## src/cwg_params.svh

```systemverilog
`ifndef CWG_PARAMS_SVH
`define CWG_PARAMS_SVH

// register byte addresses on the wishbone bus; ADDR_FALL and ADDR_STATUS alias control 0 and control 1
`define ADDR_CTRL0       4'h0
`define ADDR_CTRL1       4'h4
`define ADDR_CTRL2       4'h8
`define ADDR_RISE        4'hc
`define ADDR_FALL        4'h0
`define ADDR_STATUS      4'h4
// control 0 fields
`define C0_EN            7
`define C0_OEB           6
`define C0_OEA           5
`define C0_POLB          4
`define C0_POLA          3
`define C0_CS            0
// control 1 fields
`define C1_LVLB_HI       7
`define C1_LVLB_LO       6
`define C1_LVLA_HI       5
`define C1_LVLA_LO       4
`define C1_IS_HI         1
`define C1_IS_LO         0
// control 2 fields
`define C2_ASE           7
`define C2_ARS           6
`define C2_SDC2          3
`define C2_SDC1          2
`define C2_SDFLT         1
// reset values
`define CTRL0_RST        8'h00
`define CTRL1_RST        8'h00
`define CTRL2_RST        8'h00
`define DELAY_RST        6'h00
// internal oscillator rate and the enable divider from the 25 MHz system clock
`define MCLK_HZ          25000000
`define FAST_OSC_HZ      16000000
`define OSC_ACC_W        26

`endif

```

## src/cwg_pkg.sv

```systemverilog
package cwg_pkg;

  typedef enum logic [1:0]
  {
    SRC_CMP1 = 2'b00,
    SRC_CMP2 = 2'b01,
    SRC_PWM1 = 2'b10,
    SRC_PWM2 = 2'b11
  } input_source_t;

  typedef enum logic [1:0]
  {
    LVL_INACTIVE = 2'b00,
    LVL_TRISTATE = 2'b01,
    LVL_LOW      = 2'b10,
    LVL_HIGH     = 2'b11
  } shutdown_level_t;

  typedef enum logic [1:0]
  {
    DB_IDLE  = 2'b00,
    DB_RISE  = 2'b01,
    DB_FALL  = 2'b10
  } db_state_t;

  // raw source signals, grouped as they arrive
  typedef struct packed
  {
    logic comparator1_raw_output;
    logic comparator2_raw_output;
    logic pulse_width_unit1_output;
    logic pulse_width_unit2_output;
    logic fault_input_pin;
  } sources_t;

  // two-signal pin bundle; oe low means driven
  typedef struct packed
  {
    logic out;
    logic oe_n;
  } pin_drive_t;

endpackage

```

## src/complementary_generator.sv

```systemverilog
// Functional notes
// - two complementary outputs from one selected input
// - select 11 pwm2, 10 pwm1, 01 cmp2, 00 cmp1
// - one bit picks dead-band clock source
// - select 1 fast oscillator, 0 system clock
// - both drives cleared right after enabling
// - per-output enable; clear releases pin
// - module off means enables have no effect
// - per-output polarity bit, set active high
// - polarity ignored for shutdown override levels except inactive
// - one six-bit counter shared by rising and falling
// - count clock periods from zero to setting
// - rising edge: b off, delay, a on
// - falling edge: a off, delay, b on
// - delay 0 to 63 counts, zero none
// - short input pulse never turns output on
// - delay jitter at most one clock period
// - software shutdown bit forces override levels
// - no auto-restart: shutdown holds while bit set
// - auto-restart clears bit, resumes next rising edge
// - selected external shutdown acts at once
// - each shutdown source has own select bit
// - shutdown level sensitive; holds while active
// - level field 11 high 10 low 01 float 00 inactive
// - keeps running off its own clock in sleep
// - fast oscillator kept running when in use
`timescale 1ns/1ns
`include "cwg_params.svh"

module complementary_generator
  import cwg_pkg::*;
(
  input  wire logic                 MCLK,            // 25 MHz system clock
  input  wire logic                 RST,             // asynchronous reset, active high
  input  wire logic                 WB_CYC_I,        // wishbone cycle
  input  wire logic                 WB_STB_I,        // wishbone strobe
  input  wire logic                 WB_WE_I,         // wishbone write enable
  input  wire logic [3:0]           WB_ADR_I,        // wishbone byte address
  input  wire logic [3:0]           WB_SEL_I,        // wishbone byte lanes
  input  wire logic [31:0]          WB_DAT_I,        // wishbone write data
  output logic      [31:0]          WB_DAT_O,        // wishbone read data
  output logic                      WB_ACK_O,        // wishbone acknowledge
  input  wire cwg_pkg::sources_t    SRC_IN,          // selectable and shutdown sources
  output cwg_pkg::pin_drive_t       OUTPUT_A,        // pin a drive and enable
  output cwg_pkg::pin_drive_t       OUTPUT_B,        // pin b drive and enable
  output logic                      FAST_OSC_KEEP    // request to keep the fast oscillator running
);
  import cwg_pkg::*;

  // register state
  logic [7:0] ctrl0_ff, nxt_ctrl0;
  logic [7:0] ctrl1_ff, nxt_ctrl1;
  logic [7:0] ctrl2_ff, nxt_ctrl2;
  logic [5:0] rise_ff, nxt_rise;
  logic [5:0] fall_ff, nxt_fall;
  logic       ack_ff, nxt_ack;
  logic [31:0] rdat_ff, nxt_rdat;

  // dead-band state
  db_state_t  db_ff, nxt_db;
  logic [5:0] cnt_ff, nxt_cnt;
  logic       a_ff, nxt_a;
  logic       b_ff, nxt_b;
  logic       in_d_ff, nxt_in_d;
  logic       en_d_ff, nxt_en_d;
  logic       hold_ff, nxt_hold;
  logic [`OSC_ACC_W-1:0] acc_ff, nxt_acc;
  logic       tick_ff, nxt_tick;
  pin_drive_t pa_ff, nxt_pa;
  pin_drive_t pb_ff, nxt_pb;
  logic       keep_ff, nxt_keep;

  // decoded control, one signal a line
  logic       in_sel;      // selected waveform input
  logic       ext_sd;      // any selected shutdown source active
  logic       tick;        // dead-band count enable
  logic       module_on;   // module enable bit
  logic       rise_ev;     // rising edge of the selected input
  logic       fall_ev;     // falling edge of the selected input
  logic       req;         // bus request taken this edge
  logic       wr;          // write to lane 0 taken this edge

  // override level for one pin; polarity only applies in the inactive code
  function automatic pin_drive_t override_pin(input logic [1:0] lvl, input logic pol);
    pin_drive_t p;
    p.out  = 1'b0;
    p.oe_n = 1'b0;
    // tri-state leaves out low so a floating pin carries no stale level
    unique case (shutdown_level_t'(lvl))
      LVL_HIGH:     p.out = 1'b1;
      LVL_LOW:      p.out = 1'b0;
      LVL_TRISTATE: p.oe_n = 1'b1;
      LVL_INACTIVE: p.out = ~pol;
    endcase
    return p;
  endfunction

  // normal drive for one pin: enable gated by the module bit
  function automatic pin_drive_t normal_pin(input logic act, input logic pol, input logic oe, input logic on);
    pin_drive_t p;
    p.out  = pol ? act : ~act;
    p.oe_n = ~(oe & on);
    // a released pin shows a quiet low so nothing stale leaks out
    if (p.oe_n)
      p.out = 1'b0;
    return p;
  endfunction

  // word index of a byte address; the low two bits are dropped and byte lanes come from WB_SEL_I
  function automatic logic [1:0] word_of(input logic [3:0] adr);
    return adr[3:2];
  endfunction

  // input mux and shutdown sources
  always_comb
  begin
    // four-way source pick; every code is legal, so no default
    unique case (input_source_t'(ctrl1_ff[`C1_IS_HI:`C1_IS_LO]))
      SRC_CMP1: in_sel = SRC_IN.comparator1_raw_output;
      SRC_CMP2: in_sel = SRC_IN.comparator2_raw_output;
      SRC_PWM1: in_sel = SRC_IN.pulse_width_unit1_output;
      SRC_PWM2: in_sel = SRC_IN.pulse_width_unit2_output;
    endcase
    // any mix of shutdown sources, each gated by its own select bit
    ext_sd = (ctrl2_ff[`C2_SDC1] & SRC_IN.comparator1_raw_output) |
             (ctrl2_ff[`C2_SDC2] & SRC_IN.comparator2_raw_output) |
             (ctrl2_ff[`C2_SDFLT] & SRC_IN.fault_input_pin);
    module_on = ctrl0_ff[`C0_EN];
    // the system clock counts every cycle; the fast source is a fractional enable
    tick = ctrl0_ff[`C0_CS] ? tick_ff : 1'b1;
    // edge detect against last cycle's level; history resets to the idle low
    rise_ev = in_sel & ~in_d_ff;
    fall_ev = ~in_sel & in_d_ff;
    // a request is taken once; the pending ack blocks a second take
    req = WB_CYC_I & WB_STB_I & ~ack_ff;
    wr  = req & WB_WE_I & WB_SEL_I[0];
  end

  // 16 MHz tick from the 25 MHz clock by phase accumulation; jitter is one period
  always_comb
  begin
    // the long-run rate is exact; single ticks land up to one system period off
    // the sum stays below twice the system rate, so the width is ample
    nxt_acc  = acc_ff + `OSC_ACC_W'(`FAST_OSC_HZ);
    nxt_tick = 1'b0;
    if (nxt_acc >= `OSC_ACC_W'(`MCLK_HZ))
    begin
      nxt_acc  = nxt_acc - `OSC_ACC_W'(`MCLK_HZ);
      nxt_tick = 1'b1;
    end
  end

  // register file and shutdown status
  always_comb
  begin
    nxt_ctrl0 = ctrl0_ff;
    nxt_ctrl1 = ctrl1_ff;
    nxt_ctrl2 = ctrl2_ff;
    nxt_rise  = rise_ff;
    nxt_fall  = fall_ff;
    nxt_ack   = req;
    nxt_rdat  = 32'h0;
    // writes need byte lane 0; reserved bits are masked so they read back as zero
    if (wr)
    begin
      unique case (word_of(WB_ADR_I))
        2'b00: nxt_ctrl0 = WB_DAT_I[7:0] & 8'hf9;
        2'b01: nxt_ctrl1 = WB_DAT_I[7:0] & 8'hf3;
        2'b10: nxt_ctrl2 = WB_DAT_I[7:0] & 8'hce;
        2'b11: ;
      endcase
      // both delays share one word: rising in the low byte, falling in the next
      if (word_of(WB_ADR_I) == 2'b11)
      begin
        nxt_rise = WB_DAT_I[5:0];
        nxt_fall = WB_DAT_I[13:8];
      end
    end
    // read data stands for the ack cycle only and is zero otherwise
    if (req && !WB_WE_I)
    begin
      unique case (word_of(WB_ADR_I))
        2'b00: nxt_rdat = {24'h0, ctrl0_ff};
        2'b01: nxt_rdat = {24'h0, ctrl1_ff};
        2'b10: nxt_rdat = {24'h0, ctrl2_ff};
        2'b11: nxt_rdat = {18'h0, fall_ff, 2'h0, rise_ff};
      endcase
    end
    // external source sets the status bit; set wins over a software clear
    if (ext_sd)
    begin
      nxt_ctrl2[`C2_ASE] = 1'b1;
    end
    // auto-restart clears the bit once every selected source is low
    else if (ctrl2_ff[`C2_ARS] && ctrl2_ff[`C2_ASE])
      nxt_ctrl2[`C2_ASE] = 1'b0;
  end

  // dead-band sequencer
  always_comb
  begin
    nxt_db   = db_ff;
    nxt_cnt  = cnt_ff;
    nxt_a    = a_ff;
    nxt_b    = b_ff;
    nxt_in_d = in_sel;
    nxt_en_d = module_on;
    nxt_hold = hold_ff;
    // overrides stay until the first rising input edge after the status clears
    if (ctrl2_ff[`C2_ASE] || ext_sd)
      nxt_hold = 1'b1;
    else if (rise_ev)
      nxt_hold = 1'b0;                  // resume at next rising edge
    // module off or just switched on: both drives start cleared
    if (!module_on || (module_on && !en_d_ff))
    begin
      nxt_a  = 1'b0;
      nxt_b  = 1'b0;
      nxt_db = DB_IDLE;
    end
    else if (rise_ev)
    begin
      // b drops at once, a waits out the rising dead band
      nxt_b   = 1'b0;
      nxt_cnt = 6'h00;
      nxt_db  = DB_RISE;
    end
    else if (fall_ev)
    begin
      // a drops at once, b waits out the falling dead band
      nxt_a   = 1'b0;
      nxt_cnt = 6'h00;
      nxt_db  = DB_FALL;
    end
    else
    begin
      // any new edge restarts the count, so a short pulse never turns an output on
      unique case (db_ff)
        DB_IDLE: ;
        DB_RISE:
          if (cnt_ff >= rise_ff)
          begin
            nxt_a  = 1'b1;
            nxt_db = DB_IDLE;
          end
          else if (tick)
            nxt_cnt = cnt_ff + 6'h01;
        DB_FALL:
          if (cnt_ff >= fall_ff)
          begin
            nxt_b  = 1'b1;
            nxt_db = DB_IDLE;
          end
          else if (tick)
            nxt_cnt = cnt_ff + 6'h01;
        default: nxt_db = DB_IDLE;
      endcase
    end
  end

  // pin drive: override in shutdown, waveform otherwise
  always_comb
  begin
    // external sources act straight from the pins so the override is one edge away
    if (hold_ff || ext_sd)
    begin
      nxt_pa = override_pin(ctrl1_ff[`C1_LVLA_HI:`C1_LVLA_LO], ctrl0_ff[`C0_POLA]);
      nxt_pb = override_pin(ctrl1_ff[`C1_LVLB_HI:`C1_LVLB_LO], ctrl0_ff[`C0_POLB]);
      // a disabled pin or a switched-off module releases the pin in shutdown too
      if (!(ctrl0_ff[`C0_OEA] && module_on))
        nxt_pa = '{out: 1'b0, oe_n: 1'b1};
      if (!(ctrl0_ff[`C0_OEB] && module_on))
        nxt_pb = '{out: 1'b0, oe_n: 1'b1};
    end
    else
    begin
      nxt_pa = normal_pin(a_ff, ctrl0_ff[`C0_POLA], ctrl0_ff[`C0_OEA], module_on);
      nxt_pb = normal_pin(b_ff, ctrl0_ff[`C0_POLB], ctrl0_ff[`C0_OEB], module_on);
    end
    // oscillator request follows module enable and clock select only
    nxt_keep = module_on & ctrl0_ff[`C0_CS];
  end

  // state registers
  // reset releases both pins, so nothing is driven until software enables them
  always_ff @(posedge MCLK or posedge RST)
  begin
    if (RST)
    begin
      ctrl0_ff <= `CTRL0_RST;
      ctrl1_ff <= `CTRL1_RST;
      ctrl2_ff <= `CTRL2_RST;
      rise_ff  <= `DELAY_RST;
      fall_ff  <= `DELAY_RST;
      ack_ff   <= 1'b0;
      rdat_ff  <= 32'h0;
      db_ff    <= DB_IDLE;
      cnt_ff   <= 6'h00;
      a_ff     <= 1'b0;
      b_ff     <= 1'b0;
      in_d_ff  <= 1'b0;
      en_d_ff  <= 1'b0;
      hold_ff  <= 1'b0;
      acc_ff   <= '0;
      tick_ff  <= 1'b0;
      pa_ff    <= '{out: 1'b0, oe_n: 1'b1};
      pb_ff    <= '{out: 1'b0, oe_n: 1'b1};
      keep_ff  <= 1'b0;
    end
    else
    begin
      ctrl0_ff <= nxt_ctrl0;
      ctrl1_ff <= nxt_ctrl1;
      ctrl2_ff <= nxt_ctrl2;
      rise_ff  <= nxt_rise;
      fall_ff  <= nxt_fall;
      ack_ff   <= nxt_ack;
      rdat_ff  <= nxt_rdat;
      db_ff    <= nxt_db;
      cnt_ff   <= nxt_cnt;
      a_ff     <= nxt_a;
      b_ff     <= nxt_b;
      in_d_ff  <= nxt_in_d;
      en_d_ff  <= nxt_en_d;
      hold_ff  <= nxt_hold;
      acc_ff   <= nxt_acc;
      tick_ff  <= nxt_tick;
      pa_ff    <= nxt_pa;
      pb_ff    <= nxt_pb;
      keep_ff  <= nxt_keep;
    end
  end

  // every output comes straight from a flip-flop
  assign WB_DAT_O      = rdat_ff;
  assign WB_ACK_O      = ack_ff;
  assign OUTPUT_A      = pa_ff;
  assign OUTPUT_B      = pb_ff;
  assign FAST_OSC_KEEP = keep_ff;

endmodule // complementary_generator

```

## config.mk

```make
export PLATFORM = sky130hd
export DESIGN_NAME = complementary_generator
export DESIGN_NICKNAME = d
export VERILOG_FILES = /design/src/cwg_pkg.sv /design/src/complementary_generator.sv
export VERILOG_INCLUDE_DIRS = /design/src
export SDC_FILE = /design/constraint.sdc
export NUM_CORES = 1
export LEC_CHECK = 0
export BUFFER_PORTS_ARGS = -buffer_cell sky130_fd_sc_hd__buf_2
export CAP_MARGIN = 30
export CORE_MARGIN = 2
export CORE_UTILIZATION = 25
export CTS_BUF_LIST = sky130_fd_sc_hd__clkbuf_4 sky130_fd_sc_hd__clkbuf_8 sky130_fd_sc_hd__clkbuf_16
export DETAILED_ROUTE_END_ITERATION = 16
export GPL_TIMING_DRIVEN = 1
export SLEW_MARGIN = 40
export SYNTH_ARGS = -nofsm -noshare
export SYNTH_HDL_FRONTEND = slang
export SYNTH_SLANG_ARGS = --single-unit
```

## constraint.sdc

```tcl
create_clock -name MCLK -period 3 [get_ports MCLK]
set_input_delay 0.3 -clock MCLK [delete_from_list [all_inputs] [get_ports MCLK]]
set_output_delay 0.3 -clock MCLK [all_outputs]
set_load 0.05 [all_outputs]
```

==> metrics.csv, run 1 <==
metric,value,unit
run_status,completed,
io_pins,88,
worst-endpoint-arrival,2940,ps
layout.nets,630,
maxSlewHeadroom,0.558,
synth_cell_types,77,
path_class,reg -> reg,
layout-drive-gt1-share,0.207,
grt_pass1_vias,3667,
ys_seq_area_frac,0.415,
ctsHoldBuffers,1,
portBuffers,46,
power_leakage,0.00266,uW
dr.pass1.iters,4,
synth_ff_type,dfrtp_1,
crit_end,cnt_ff[1]$_DFFE_PP0P_,
synth_area_leaders,"dfrtp_1 40%, ha_1 7.5%, xnor2_1 4.0%, mux2_2 3.6%, buf_4 3.0%",
hold_violations,0,
maxCapViolCount,0,
crit_start,cnt_ff[0]$_DFFE_PP0P_,
setup_viol,0,
cp-start-kind,register,
vias,3635,
timing.setup.tns,0,ps
hpwl,7950,um
rr_startpoint,cnt_ff[0]$_DFFE_PP0P_,
critical_path_required,3230,ps
cts_resized,0,
postSynthCellCount,497,
viasPerCell,4.43,
crit_chain,inv_1 -> ha_1 -> nand2b_1 -> a21o_1 -> a21oi_1 -> o21ai_0 -> a221oi_1 -> o21ai_0 -> a22o_1,
drv_slew,0,
gp_congestion,0.751,
clk_latency,340,ps
worstReg2RegEnd,cnt_ff[1]$_DFFE_PP0P_,
r2r_slack,290,ps
cts-root-buf,clkbuf_16,
crit_top_cell,o21ai_0,
cp.depth,9,
finalClockSkew,6.24,ps
period_share,0.903,
drc_errors,0,
antenna_found_initial,0,
grt_max_degree,56,
synth.most_common_cell,dfrtp_1,
drt_iter0_markers,129,
std_cell_rows,51,
drt_wl_total,10800,um
wl_per_cell,13.1,um
pre_cts_ws,327,ps
end_kind,register,
grt_util_all_layers,0.106,
critical_path_buf_inv_count,1,
synth-edff-count,0,
async_flop_share,1.00,
grt_pass1_wl,18200,um
overflow,0,
cts.sinks,83,
reg2reg_depth,9,
synth_top_area_share,0.404,
synth-seq-cells,83,
crit_fanout,5,
initial_core_util,0.256,
rsz0062_at_grt,no,
cts_buffers,9,
ant_nets,0,
clk_pin_slew,60,ps
diodes,0,
cts_tree,built,
powerDensity,523,nW/um2
synthesis.area,5020,um2
postLayoutCoreUtil,0.299,
max_stage_delay,640,ps
synth_common_cells,"81 x dfrtp_1, 35 x inv_1, 31 x nand2_1, 31 x nor2_1, 30 x ha_1",
syn_to_final_growth,16.6,%
cts_buffer_depth,2,
hp-class,in -> reg,
yosysWarnings,0,
worstMarginPinSlew,664,ps
crit_family,compound AO/OA/AOI/OAI gates,
peakVddDrop,0.276,mV
core-area,19600,um2
cts_setup_buffers,0,
die_area,21200,um2
final.setup.worst_slack,290,ps
die_w,146,um
synth_top_area_cell,dfrtp_1,
max_freq,369,MHz
syn_area_per_cell,10.1,um2
period_needed,2710,ps
die_h,146,um
crit_path_top_delay_cell,a221oi_1,
htree_levels,3,
==> layout by cell type, fill, tap and decap left out, types with 3 or more instances in the layout <==
master      n
a211oi_1    7
a21boi_0    5
a21o_1      8
a21oi_1    25
a22o_1      3
a311oi_1    3
a31oi_1     6
a32oi_1     3
and2_1      4
and3_1      4
buf_2      46
buf_4      13
clkbuf_16   9
clkinv_4    3
conb_1     18
dfrtp_1    81
ha_1       30
inv_1      34
mux2_2     16
mux2i_1    11
nand2_1    31
nand2b_1    9
nand3_1    11
nor2_1     31
nor2b_1     8
nor3_1     11
nor3b_1     4
o21ai_0    27
xnor2_1    23
xor2_1      6
==> where the power goes <==
group | switching (uW) | leakage [uW] | internal, uW
registers | 97.5 | 0.00104 | 1240
clock network | 471 | 0.000146 | 650
logic | 373 | 0.00147 | 228
total | 942 | 0.00266 | 2120
==> worst min-delay path by stage <==
| stage | startpoint | endpoint | slack, ps | cells after the start |
|---|---|---|---|---|
| floorplan | WB_DAT_I[4] | ctrl1_ff[4]$_DFFE_PP0P_ | 420 | 2 |
| global placement | RST | WB_DAT_O[10]$_DFF_PP0_ | 360 | 2 |
| detailed placement | RST | WB_DAT_O[10]$_DFF_PP0_ | 360 | 2 |
| CTS | WB_DAT_I[9] | fall_ff[1]$_DFFE_PP0P_ | 150 | 3 |
| global route | WB_DAT_I[12] | fall_ff[4]$_DFFE_PP0P_ | 170 | 3 |
| finish | WB_DAT_I[9] | fall_ff[1]$_DFFE_PP0P_ | 170 | 3 |
==> sequential cells by signal, summed over array words and instances, names as in the netlist, 5 cells and up <==
| signal | cells |
|---|---|
| acc_ff | 20 |
| WB_DAT_O | 14 |
| cnt_ff | 6 |
| ctrl0_ff | 6 |
| ctrl1_ff | 6 |
| fall_ff | 6 |
| rise_ff | 6 |
| ctrl2_ff | 5 |
==> worst register-to-register path, cell delays in order (launching register included) <==
cell and delay (ps):
dfrtp_1 400, inv_1 100, ha_1 260, nand2b_1 140, a21o_1 170, a21oi_1 130
o21ai_0 220, a221oi_1 640, o21ai_0 260, a22o_1 280
==> layer usage <==
metal / share of wire / routed length (um) / GRT usage / vias to the layer above
li1: - / - / - / 1827
met1: 0.48 / 5210 / 0.138 / 1726
met2: 0.46 / 5000 / 0.171 / 72
met3: 0.040 / 429 / 0.0317 / 10
met4: 0.011 / 116 / 0.0294 / 0
met5: 0 / 0 / 0 / -
==> stage by stage <==
step	cell area [um2]	std cells	total power, uW	hold WS, ps
2_1_floorplan	5080	514	1810	417
3_3_place_gp	5540	803	1950	357
3_5_place_dp	5540	803	1960	362
4_1_cts	5850	820	3100	152
5_1_grt	5850	820	3250	170
6_report	5850	820	3060	165
==> kinds of logic (layout without fill, tap and decap cells) <==
group,count (synthesis),after routing,share of synthesized area
AND/OR/NAND/NOR,128,128,0.135
AO/OA/AOI/OAI,124,124,0.183
flip-flops,83,83,0.415
buffers and inverters,72,113,0.0716
XOR/XNOR,31,31,0.0571
adder cells (fa/ha/maj),30,30,0.0748
multiplexers,28,28,0.0624
other,1,18,0.000748
==> cell type report <==
| cell class | instances | area, um2 |
|---|---|---|
| clock buffers | 9 | 225 |
| repair buffers | 61 | 358 |
| clock inverters | 7 | 77.6 |
| inverters | 36 | 136 |
| multi-input cells | 359 | 2640 |
| well taps | 265 | 332 |
| fillers | 2044 | 13700 |
| flip-flops and latches | 83 | 2080 |
Note: power is estimated with default switching activity, not from simulation.
==> run 2: changes to the inputs <==
CORE_MARGIN = 8   (was 2)
==> metrics.csv, run 2 (synthesized netlist as in run 1, its figures left out) <==
metric,value,unit,change
initial_core_util,0.251,,-0.00492
layout.nets,631,,+0.16%
cts_tree,built,,
cts-root-buf,clkbuf_16,,
timing.setup.tns,0,ps,unchanged
hp-class,in -> async,,
syn_to_final_growth,17.1,%,
path_class,reg -> reg,,
final_common_cell,dfrtp_1,,
regMostFlops,acc_ff,,
antenna_found_initial,0,,unchanged
cts.sinks,83,,unchanged
drt_wl_total,11100,um,+2.8%
critical_path_buf_inv_count,1,,unchanged
crit_path_top_delay_cell,a2111o_1,,
multi_input_area,2640,um2,unchanged
cts_buffer_depth,2,,unchanged
maxSlewHeadroom,0.525,,-0.0325
cts_resized,0,,unchanged
worstMarginPinSlew,712,ps,+48.7 ps
ctsHoldBuffers,0,,-1
grt_pass1_vias,3617,,-1.4%
setup_viol,0,,unchanged
maxCapViolCount,0,,unchanged
clk_pin_slew,60,ps,about the same
die_area,24900,um2,+17%
die_w,158,um,+8.2%
seq_power_share,0.432,,-0.005
grt_max_degree,43,,-23%
wl_per_cell,13.4,um,+2.1%
run_status,completed,,
dr.pass1.iters,5,,+1
rsz0062_at_grt,no,,
pwr-share-comb,0.196,,about the same
end_kind,register,,
register_area,2080,um2,unchanged
hold_violations,0,,unchanged
viasPerCell,4.46,,+0.53%
clk_latency,340,ps,about the same
hpwl,8340,um,+4.9%
diodes,0,,unchanged
critical_path_required,3260,ps,+30 ps
core-area,20000,um2,+2.0%
cp-start-kind,register,,
cts_setup_buffers,0,,unchanged
pre_cts_ws,297,ps,-29.8 ps
std_cell_rows,52,,+2.0%
drv_slew,0,,unchanged
largest_reg_flops,20,,unchanged
htree_levels,3,,unchanged
crit_chain,a2111o_1 -> a311oi_2 -> xor2_2 -> a21oi_1 -> nand4_4 -> buf_4 -> a211oi_1 -> xnor2_1,,
p_sw_frac,0.299,,-0.00908
drc_errors,0,,unchanged
period_share,0.906,,+0.00212
io_pins,88,,unchanged
intPower,2170,uW,+2.7%
crit_fanout,6,,+1
gp_congestion,0.765,,+1.8%
n_fill_cell,2088,,+2.2%
finalClockSkew,6.57,ps,+0.326 ps
ant_nets,0,,unchanged
period_needed,2720,ps,+6.37 ps
final.setup.worst_slack,283,ps,-6.37 ps
power.share.clock,0.372,,+0.005
cts_buffers,9,,unchanged
layout-drive-gt1-share,0.210,,+0.00322
drt_iter0_markers,152,,+18%
layout_common_cells,"81 x dfrtp_1, 46 x buf_2, 34 x inv_1",,
max_freq,368,MHz,-0.23%
vias,3681,,+1.3%
power_leakage,0.00268,uW,+0.68%
worst-endpoint-arrival,2980,ps,+40 ps
powerDensity,528,nW/um2,+0.88%
grt_util_all_layers,0.0924,,-0.0136
portBuffers,46,,unchanged
max_stage_delay,490,ps,-150 ps
peakVddDrop,0.270,mV,-2.2%
power.switching,926,uW,-1.7%
overflow,0,,unchanged
grt_pass1_wl,18300,um,+0.57%
whs,19.1,ps,-146 ps
crit_family,compound AO/OA/AOI/OAI gates,,
die_h,158,um,+8.2%
==> run 2: cell count changes in the layout (fill, tap and decap cells not counted) <==
cell,previous run,this run
dlygate4sd3_1,1,0
clkinv_2,2,0
buf_4,13,15
clkinvlp_4,1,0
clkbuf_4,0,1
clkbuf_8,0,2
clkinv_4,3,2
inv_4,0,1
==> run 2: layer usage <==
metal	track usage	wire [um]	up-vias
met2	0.148	5080	86
met1	0.117	5260	1763
met5	0	0	-
met3	0.0292	612	8
li1	-	-	1824
met4	0.0267	112	0
==> run 2: stage by stage <==
step                      instances  cell area, um2  power (uW)  utilization
after floorplan                 514            5080        1810            -
after global placement          810            5560        1950        0.278
after detailed placement        810            5560        1970        0.278
after CTS                       826            5870        3150        0.294
after global routing            826            5880        3280        0.294
final                           826            5880        3100        0.294
==> run 2: worst paths after layout <==
path | startpoint | endpoint | slack [ps] | cells past startpoint
worst max-delay path | acc_ff[18]$_DFF_PP0_ | acc_ff[14]$_DFF_PP0_ | 280 | 8
worst min-delay path | RST | acc_ff[6]$_DFFE_PP0P_ | 20 | 2
worst max register to register | acc_ff[18]$_DFF_PP0_ | acc_ff[14]$_DFF_PP0_ | 280 | 8
worst min register to register | WB_ACK_O$_DFF_PP0_ | WB_ACK_O$_DFF_PP0_ | 450 | 1
max in group asynchronous | RST | OUTPUT_A[1]$_DFF_PP0_ | 2370 | 3
min in group MCLK | WB_DAT_I[13] | fall_ff[5]$_DFFE_PP0P_ | 160 | 3
==> run 2: final cells by class <==
class / instances / area share
Multi-Input combinational cell: 359 / 0.450
Tap cell: 270 / 0.0575
Clock buffer: 12 / 0.0443
Sequential cell: 83 / 0.354
Timing Repair Buffer: 62 / 0.0618
Inverter: 36 / 0.0234
Clock inverter: 4 / 0.00958
==> run 2: power groups by stage <==
stage	sequential (uW)	combinational, uW	clock, uW
floorplan	1360	452	0
global placement	1360	597	0
detailed placement	1360	606	0
CTS	1340	611	1200
global route	1360	689	1240
finish	1340	607	1150
==> run 3: changes to the inputs <==
RECOVER_POWER = 50   (was not set)
clock period = 2.9 ns   (was 3 ns; I/O delays follow)
==> metrics.csv, run 3 (synthesized netlist as in run 1, its figures left out) <==
metric,value,unit,change
run_status,"complete, but fails checks",,
violations,"max-capacitance violations, max-slew violations",,
cts-root-buf,clkbuf_16,,
critical_path_required,3120,ps,-140 ps
maxCapViolCount,1,,+1
dr.pass1.iters,4,,-1
initial_core_util,0.251,,unchanged
drt_iter0_markers,223,,+47%
pwr-share-comb,0.194,,-0.002
grt_pass1_wl,18400,um,+0.68%
cp-start-kind,register,,
crit_chain,nor2b_1 -> a221oi_2 -> o2111ai_2 -> a2111oi_4 -> nand4_4 -> buf_4 -> a211oi_1 -> xnor2_1,,
finalClockSkew,7.52,ps,+0.954 ps
crit_family,compound AO/OA/AOI/OAI gates,,
critical_path_buf_inv_count,1,,unchanged
std_cell_rows,52,,unchanged
peakVddDrop,0.257,mV,-4.7%
core-area,20000,um2,unchanged
rsz0062_at_grt,no,,
drv_slew,84,,+84
hp-class,in -> reg,,
die_w,158,um,unchanged
vias,3702,,+0.57%
largest_reg_flops,20,,unchanged
hpwl,8150,um,-2.3%
max_freq,369,MHz,+0.37%
path_class,reg -> reg,,
crit_fanout,12,,+6
grt_max_degree,84,,+95%
layout.nets,630,,-0.16%
period_share,0.933,,+0.0277
cts_tree,built,,
gp_congestion,0.783,,+2.4%
diodes,0,,unchanged
setup_viol,0,,unchanged
antenna_found_initial,0,,unchanged
maxSlewHeadroom,-0.359,,-0.884
powerDensity,548,nW/um2,+3.9%
seq_power_share,0.432,,about the same
intPower,2210,uW,+1.8%
whs,154,ps,+135 ps
timing.setup.tns,0,ps,unchanged
clk_latency,340,ps,about the same
layout-drive-gt1-share,0.202,,-0.00863
max_stage_delay,490,ps,about the same
die_area,24900,um2,unchanged
final_common_cell,dfrtp_1,,
regMostFlops,acc_ff,,
htree_levels,3,,unchanged
cts_buffers,9,,unchanged
power_leakage,0.00264,uW,-1.7%
hold_violations,0,,unchanged
crit_path_top_delay_cell,dfrtp_1,,
worstMarginPinSlew,2040,ps,+1330 ps
ant_nets,0,,unchanged
end_kind,register,,
cts_buffer_depth,2,,unchanged
power.switching,989,uW,+6.8%
grt_pass1_vias,3659,,+1.2%
n_fill_cell,2093,,+0.24%
io_pins,88,,unchanged
drt_wl_total,11100,um,+0.33%
syn_to_final_growth,16.5,%,
grt_util_all_layers,0.0926,,+0.000274
cts.sinks,83,,unchanged
drc_errors,0,,unchanged
p_sw_frac,0.309,,+0.0101
multi_input_area,2650,um2,+0.14%
overflow,0,,unchanged
wl_per_cell,13.5,um,+0.46%
layout_common_cells,"81 x dfrtp_1, 41 x buf_2, 34 x inv_1",,
die_h,158,um,unchanged
period_needed,2710,ps,-10.1 ps
viasPerCell,4.49,,+0.69%
power.share.clock,0.374,,+0.002
portBuffers,46,,unchanged
worst-endpoint-arrival,2930,ps,-50 ps
clk_pin_slew,60,ps,about the same
register_area,2080,um2,unchanged
## run 3: per-stage QoR
step	utilization	setup slack, ps	cell area [um2]	instances	total power, uW
CTS	0.292	138	5840	822	3240
finish	0.293	193	5840	825	3200
global route	0.293	7.97	5840	825	3380
global placement	0.277	179	5530	806	2020
detailed placement	0.277	150	5530	806	2030
floorplan	-	337	5080	514	1870
## run 3: path summary, 6_finish.rpt
check                                     start                      to  slack (ps)  cells after the start
max reg2reg                acc_ff[19]$_DFF_PP0_    acc_ff[19]$_DFF_PP0_         190                      8
min                                WB_DAT_I[13]  fall_ff[5]$_DFFE_PP0P_         150                      3
max in group asynchronous                   RST  fall_ff[4]$_DFFE_PP0P_        1000                      3
max                        acc_ff[19]$_DFF_PP0_    acc_ff[19]$_DFF_PP0_         190                      8
min in group asynchronous                   RST  WB_DAT_O[10]$_DFF_PP0_         700                      3
min reg2reg                  WB_ACK_O$_DFF_PP0_      WB_ACK_O$_DFF_PP0_         460                      1
## run 3: power groups by stage
stage / sequential, uW / combinational, uW / clock, uW
5_1_grt: 1400 / 707 / 1280
6_report: 1380 / 620 / 1200
3_5_place_dp: 1410 / 620 / 0
3_3_place_gp: 1400 / 617 / 0
4_1_cts: 1380 / 629 / 1230
2_1_floorplan: 1410 / 468 / 0
## run 3: layout make-up
class | instances | area share
inverter | 36 | 0.0233
sequential | 83 | 0.356
multi-input combinational | 359 | 0.453
clock inverter | 6 | 0.0122
tap | 270 | 0.0578
clock buffer | 10 | 0.0409
timing repair buffer | 61 | 0.0572
## run 3: worst reg2reg max path, cell delays in order (launching register included)
cell,delay [ps]
dfrtp_1,490
nor2b_1,210
a221oi_2,290
o2111ai_2,200
a2111oi_4,490
nand4_4,290
buf_4,240
a211oi_1,270
xnor2_1,110
## run 3: repair_timing
action	4_1_cts	5_1_grt
setup buffers	0	3
hold buffers	0	0
setup endpoints to repair	0	5
resized for setup	0	1
## run 3: layer usage
metal,track usage,part of all wire,vias up
met4,0.0227,0.0083,0
met2,0.151,0.46,78
met1,0.117,0.46,1789
met3,0.0278,0.070,5
li1,-,-,1830
met5,0,0,-
